$ cat src/ccl_consts.svh
// Offsets, field positions, read-only ones and key values of the configuration control block.
// Assumes it is included by bare name from the package and modules.
`ifndef CCL_CONSTS_SVH
`define CCL_CONSTS_SVH
`define CCL_ADDR_W 4
`define CCL_OFS_CONFIG 4'h0
`define CCL_OFS_UNLOCK 4'h1
`define CCL_OFS_PIN_SEL 4'h2
`define CCL_OFS_MOD_DIS 4'h3
`define CCL_BIT_PIN_LOCK 13
`define CCL_BIT_MOD_LOCK 12
`define CCL_BIT_DBG_EN 3
`define CCL_BIT_TDO_USE 0
`define CCL_RO_ONES 32'h0000_0006
// Key values are arbitrary
`define CCL_KEY1 32'h1357_2468
`define CCL_KEY2 32'h2468_1357
`endif

$ cat src/ccl_pkg.sv
// Types of the configuration control block.
// Assumes ccl_consts.svh is reachable by bare name.
`include "ccl_consts.svh"
package ccl_pkg;
	typedef struct packed {
		logic [`CCL_ADDR_W-1:0] addr;
		logic [31:0] wdata;
		logic wr;
		logic rd;
	} ccl_req_t;
	typedef enum logic [1:0] {UNL_IDLE, UNL_HALF, UNL_OPEN} ccl_unl_st_t;
	typedef struct packed {
		ccl_unl_st_t st;
	} ccl_unl_state_t;
	typedef struct packed {
		logic pin_lock;
		logic mod_lock;
		logic dbg_en;
		logic tdo_use;
		logic [31:0] pin_sel;
		logic [31:0] mod_dis;
		logic [31:0] rdata;
	} ccl_state_t;
endpackage : ccl_pkg

$ cat src/ccl_unlock.sv
// Two-word unlock key detector for the lock bits.
// Assumes register strobes synchronous to core_clk.
`timescale 1ns/10ps
module ccl_unlock (
	// Clock and reset
	input wire logic core_clk,
	input wire logic rst_b,
	// Key writes
	input wire logic key_wr,
	input wire logic [31:0] key_data,
	// Open state and consumption
	input wire logic consume,
	output logic open
);
	import ccl_pkg::*;
	ccl_unl_state_t s_q, s_d;
	always_comb begin
		s_d = s_q;
		if (consume) begin
			s_d.st = UNL_IDLE;
		end else if (key_wr) begin
			case (s_q.st)
				UNL_IDLE: s_d.st = (key_data == `CCL_KEY1) ? UNL_HALF : UNL_IDLE;
				UNL_HALF: s_d.st = (key_data == `CCL_KEY2) ? UNL_OPEN : UNL_IDLE;
				UNL_OPEN: s_d.st = UNL_OPEN;
				default: s_d.st = UNL_IDLE;
			endcase
		end
	end
	always_ff @(posedge core_clk) begin
		if (!rst_b) begin
			s_q <= '{st: UNL_IDLE};
		end else begin
			s_q <= s_d;
		end
	end
	assign open = (s_q.st == UNL_OPEN);
endmodule : ccl_unlock

$ cat src/ccl_top.sv
// Configuration control register with lock bits guarding two register groups.
// Assumes a plain register port master; reads answer one cycle later.
//
// Local design decisions: the placing of the registers and strobed register access.
`timescale 1ns/10ps
`include "ccl_consts.svh"
module ccl_top (
	// Clock and reset
	input wire logic core_clk,
	input wire logic rst_b,
	// Register port
	input wire ccl_pkg::ccl_req_t req,
	output logic [31:0] rdata,
	// Block controls
	output logic debug_port_enable,
	output logic two_wire_tdo_use,
	output logic [31:0] pin_select_regs,
	output logic [31:0] module_disable_regs
);
	import ccl_pkg::*;
	////////////////////////////////////////////////////////////////////////
	ccl_state_t s_q, s_d;
	logic open;
	logic cfg_wr;
	logic lock_change;
	logic key_wr;
	// Decode shared by the write guards and the checks
	function automatic logic wr_hit(input ccl_req_t r, input logic [`CCL_ADDR_W-1:0] ofs);
		return r.wr && (r.addr == ofs);
	endfunction : wr_hit
	function automatic logic rd_hit(input ccl_req_t r, input logic [`CCL_ADDR_W-1:0] ofs);
		return r.rd && (r.addr == ofs);
	endfunction : rd_hit
	function automatic logic [31:0] cfg_view(input ccl_state_t s);
		logic [31:0] v;
		v = `CCL_RO_ONES;
		v[`CCL_BIT_PIN_LOCK] = s.pin_lock;
		v[`CCL_BIT_MOD_LOCK] = s.mod_lock;
		v[`CCL_BIT_DBG_EN] = s.dbg_en;
		v[`CCL_BIT_TDO_USE] = s.tdo_use;
		return v;
	endfunction : cfg_view
	assign cfg_wr = wr_hit(req, `CCL_OFS_CONFIG);
	assign key_wr = wr_hit(req, `CCL_OFS_UNLOCK);
	assign lock_change = cfg_wr && ((req.wdata[`CCL_BIT_PIN_LOCK] != s_q.pin_lock)
		|| (req.wdata[`CCL_BIT_MOD_LOCK] != s_q.mod_lock));
	// One unlock buys one lock change
	ccl_unlock u_unlock (
		.core_clk(core_clk),
		.rst_b(rst_b),
		.key_wr(key_wr),
		.key_data(req.wdata),
		.consume(lock_change && open),
		.open(open)
	);
	////////////////////////////////////////////////////////////////////////
	always_comb begin
		s_d = s_q;
		s_d.rdata = '0;
		if (cfg_wr) begin
			s_d.dbg_en = req.wdata[`CCL_BIT_DBG_EN];
			s_d.tdo_use = req.wdata[`CCL_BIT_TDO_USE];
			if (open) begin
				s_d.pin_lock = req.wdata[`CCL_BIT_PIN_LOCK];
				s_d.mod_lock = req.wdata[`CCL_BIT_MOD_LOCK];
			end
		end
		// Registered lock gates; a same-cycle lock write acts next cycle
		// pin-select write guard
		if (wr_hit(req, `CCL_OFS_PIN_SEL) && !s_q.pin_lock) begin
			s_d.pin_sel = req.wdata;
		end
		if (wr_hit(req, `CCL_OFS_MOD_DIS) && !s_q.mod_lock) begin
			s_d.mod_dis = req.wdata;
		end
		if (req.rd) begin
			case (req.addr)
				`CCL_OFS_CONFIG: s_d.rdata = cfg_view(s_q);
				`CCL_OFS_UNLOCK: s_d.rdata = {31'h0, open};
				`CCL_OFS_PIN_SEL: s_d.rdata = s_q.pin_sel;
				`CCL_OFS_MOD_DIS: s_d.rdata = s_q.mod_dis;
				default: s_d.rdata = '0;
			endcase
		end
	end
	always_ff @(posedge core_clk) begin
		if (!rst_b) begin
			s_q.pin_lock <= 1'b0;
			s_q.mod_lock <= 1'b0;
			s_q.dbg_en <= 1'b1;
			s_q.tdo_use <= 1'b1;
			s_q.pin_sel <= 32'h0000_0000;
			s_q.mod_dis <= 32'h0000_0000;
			s_q.rdata <= 32'h0000_0000;
		end else begin
			s_q <= s_d;
		end
	end
	assign debug_port_enable = s_q.dbg_en;
	assign two_wire_tdo_use = s_q.tdo_use;
	assign pin_select_regs = s_q.pin_sel;
	assign module_disable_regs = s_q.mod_dis;
	assign rdata = s_q.rdata;
endmodule : ccl_top

$ cat config.mk
export PLATFORM = sky130hd
export DESIGN_NAME = ccl_top
export DESIGN_NICKNAME = d
export VERILOG_FILES = /design/src/ccl_pkg.sv /design/src/ccl_unlock.sv /design/src/ccl_top.sv
export VERILOG_INCLUDE_DIRS = /design/src
export SDC_FILE = /design/constraint.sdc
export NUM_CORES = 1
export LEC_CHECK = 0
export BUFFER_PORTS_ARGS = -buffer_cell sky130_fd_sc_hd__buf_2
export CORE_ASPECT_RATIO = 1.4
export CORE_MARGIN = 4
export CORE_UTILIZATION = 54
export CTS_BUF_LIST = sky130_fd_sc_hd__clkbuf_8
export CTS_CLUSTER_DIAMETER = 150
export DETAILED_ROUTE_END_ITERATION = 8
export PLACE_DENSITY = 0.82
export SLEW_MARGIN = 20
export SYNTH_ARGS = -nofsm -noshare
export SYNTH_HDL_FRONTEND = slang
export SYNTH_HIERARCHICAL = 1
export SYNTH_SLANG_ARGS = --single-unit
export TNS_END_PERCENT = 10
$ cat constraint.sdc
create_clock -name core_clk -period 1.9 [get_ports core_clk]
set_input_delay 0.19 -clock core_clk [delete_from_list [all_inputs] [get_ports core_clk]]
set_output_delay 0.19 -clock core_clk [all_outputs]
set_load 0.01 [all_outputs]
==> impl_metrics.toml <==
[critical_path]
crit_path_end_kind = "register"
start_kind = "register"
crit_required_ps = 2180
rr_worst_depth = 6
cp_max_fo = 5
cp_data_arrival_time_ps = 1830
crit_type = "register to register"

[sta]
finalCriticalPeriod_ps = 1550
skew_ps = 9.60
final-hold-violation-count = 0
setup_violations = 0
setup_tns_ps = 0
period_share = 0.815
whs_ps = 101
maxSlewViolCount = 0
max_freq_ghz = 0.646
worst_slack_ps = 351
slew_headroom = 0.650
tightestPinTransition_ps = 518
grt_setup_unrepaired = "false"

[power]
pwr-share-seq = 0.535
p_leak_uw = 0.00263
power_uw = 4060
power_frac_comb = 0.069
peakVddDrop_mv = 0.533
internal_power_uw = 3160
clkPwrFrac = 0.396
p_sw_uw = 901
p_per_area_mw_per_mm2 = 777
p_sw_frac = 0.222

[die]
core_mm2 = 0.00871
start_util = 0.564
fp.dieH_um = 121
ios = 138
die-area_mm2 = 0.0107
rows = 40
die_x_um = 88.6

[finish]
antenna_cells = 0
multi_input_area_mm2 = 0.00199
fillers = 764
nNetsFinal = 585
seq_area_mm2 = 0.00204
postLayoutCellArea_mm2 = 0.00523
drive_gt1_frac = 0.388
synthToLayoutAreaGrowth_pct = 6.50

[cts]
path_clk_slew_ps = 90
cts_tree = "yes"
numCtsBuffers = 9
cts-root-buf = "clkbuf_8"
holdBufCountCts = 0
cts_max_level = 3
clk_path_buf_depth = 2
clk_latency_ps = 370
clkSinkCount = 102
post_cts_buffers = 0
cts_resized = 0

[synthesis]
synth.distinct_cells = 39
syn-cell-area_mm2 = 0.00491
synth_cells = 511
synth.largest_area_cell = "dfxtp_1"
seq_area_frac_synth = 0.416
synth_seq_cells = 102
yosys_warnings = 6
synth_top_area_share = 0.416
yosys-top-cells-area = "dfxtp_1 (42%), buf_4 (16%), mux2i_1 (13%)"
syn_nets = 551
syn_avg_cell_area_um2 = 9.61

[drt]
num_vias = 3488
drcViolationCount = 0
wl_um = 11200
avgRoutedWirePerCell_um = 17.1
postRouteAntennaNets = 0
drt_pass1_iterations = 5
drt_iter0_markers = 96
viasPerCell = 5.33

[global_routing]
grt_pass1_vias = 3614
antenna_found_initial = 0
grt_max_degree = 54
grt_usage = 0.216
grt_pass1_wl_um = 17700
gr-total-overflow = 0

[placed_design]
postPlaceCellArea_mm2 = 0.00499
port_buffers = 137
dpl_worst_slack_ps = 232
dpl.hpwl_um = 8130
gp_congestion = 0.824

[run]
drv_cap = 0

[outcome]
status = "finished clean"

[worst_hold_path]
hold_path_class = "input port to register"
holdPathStages = 3
==> power groups by stage <==
| stage | Combinational, uW | Clock [uW] | Sequential [uW] |
|---|---|---|---|
| 2_1_floorplan | 176 | 0 | 2220 |
| 3_3_place_gp | 272 | 0 | 2220 |
| 3_5_place_dp | 281 | 0 | 2220 |
| 4_1_cts | 282 | 1640 | 2170 |
| 5_1_grt | 303 | 1720 | 2170 |
| 6_report | 280 | 1610 | 2170 |
==> Yosys cell counts, drive strengths merged <==
cell type and number:
buf 112, nand2 103, dfxtp 102, mux2i 66, nor2 32, a22oi 29
clkbuf 11, nand4 6, mux2 5, nand3 5, nor4b 5, a21oi 3
inv 3, nor2b 3, nor4bb 3, and3 2, and4b 2, o211ai 2
o21ai 2, o31ai 2, xnor2 2, a21boi 1, and2 1, and2b 1
and3b 1, and4bb 1, nand3b 1, nand4b 1, nor3 1, nor3b 1
nor4 1, or4 1
==> through the flow <==
step	utilization	cells
final	0.600	654
after CTS	0.600	654
after global routing	0.600	654
after global placement	0.573	639
after detailed placement	0.573	639
after floorplan	-	511
==> logic make-up (layout without fill, tap and decap cells) <==
kind of cell	after synthesis	count (layout)	share of synthesized area
compound gates	39	39	0.0785
xor+xnor	2	2	0.00357
buf+inv	126	164	0.180
flops	102	102	0.416
mux	71	71	0.146
simple gates	171	171	0.176
==> layout by cell type, fill, tap and decap left out, types with 2 or more instances in the layout <==
master and instances:
dfxtp_1 102, nand4_1 4, mux2i_1 66, nor2_2 21, buf_2 136, a22oi_1 9, o21ai_0 2, inv_1 4
bufinv_16 3, nor4b_1 4, nor2_1 11, nand3_1 4, xnor2_1 2, nand4_2 2, nor2b_1 3, a22oi_2 20
o211ai_1 2, buf_4 5, and3_1 2, nand2_1 103, and4b_1 2, buf_12 5, clkbuf_8 10, nor4bb_1 3
mux2_2 5, a21oi_1 3
==> registers in the layout (all words and copies together), names as in the netlist <==
name,cells
two_wire_tdo_use,1
u_unlock/s_q,2
pin_select_regs,32
module_disable_regs,32
debug_port_enable,1
s_q,2
rdata,32
==> routing by layer <==
metal	wire, um	up-vias	GRT usage	part of all wire
met3	806	23	0.0586	0.072
li1	-	1686	-	-
met2	5920	123	0.394	0.53
met1	4140	1656	0.225	0.37
met5	0	-	0	0
met4	291	0	0.0945	0.026
==> critical path, cell delays in order (launching register included) <==
cell and delay, ps:
dfxtp_1 400, nor2b_1 90, and3_1 190, a21boi_0 130, nor2b_1 210, nand4_1 180
o31ai_1 270
==> path summary, 6_finish.rpt <==
kind | startpoint | end | slack [ps]
min | req[32] | pin_select_regs[30]$_SDFFE_PN0P_ | 100
min reg2reg | module_disable_regs[1]$_SDFFE_PN0P_ | rdata[1]$_SDFF_PN0_ | 480
max | u_unlock/s_q[0]$_SDFFE_PP0P_ | u_unlock/s_q[0]$_SDFFE_PP0P_ | 350
max reg2reg | u_unlock/s_q[0]$_SDFFE_PP0P_ | u_unlock/s_q[0]$_SDFFE_PP0P_ | 350
==> cell type report <==
type | count | area share
Clock buffer | 10 | 0.0263
Clock inverter | 5 | 0.0189
Inverter | 3 | 0.00215
Multi-Input combinational cell | 283 | 0.380
Sequential cell | 102 | 0.391
Tap cell | 105 | 0.0251
Timing Repair Buffer | 146 | 0.157
No activity file was read; power rests on OpenSTA's default activity.
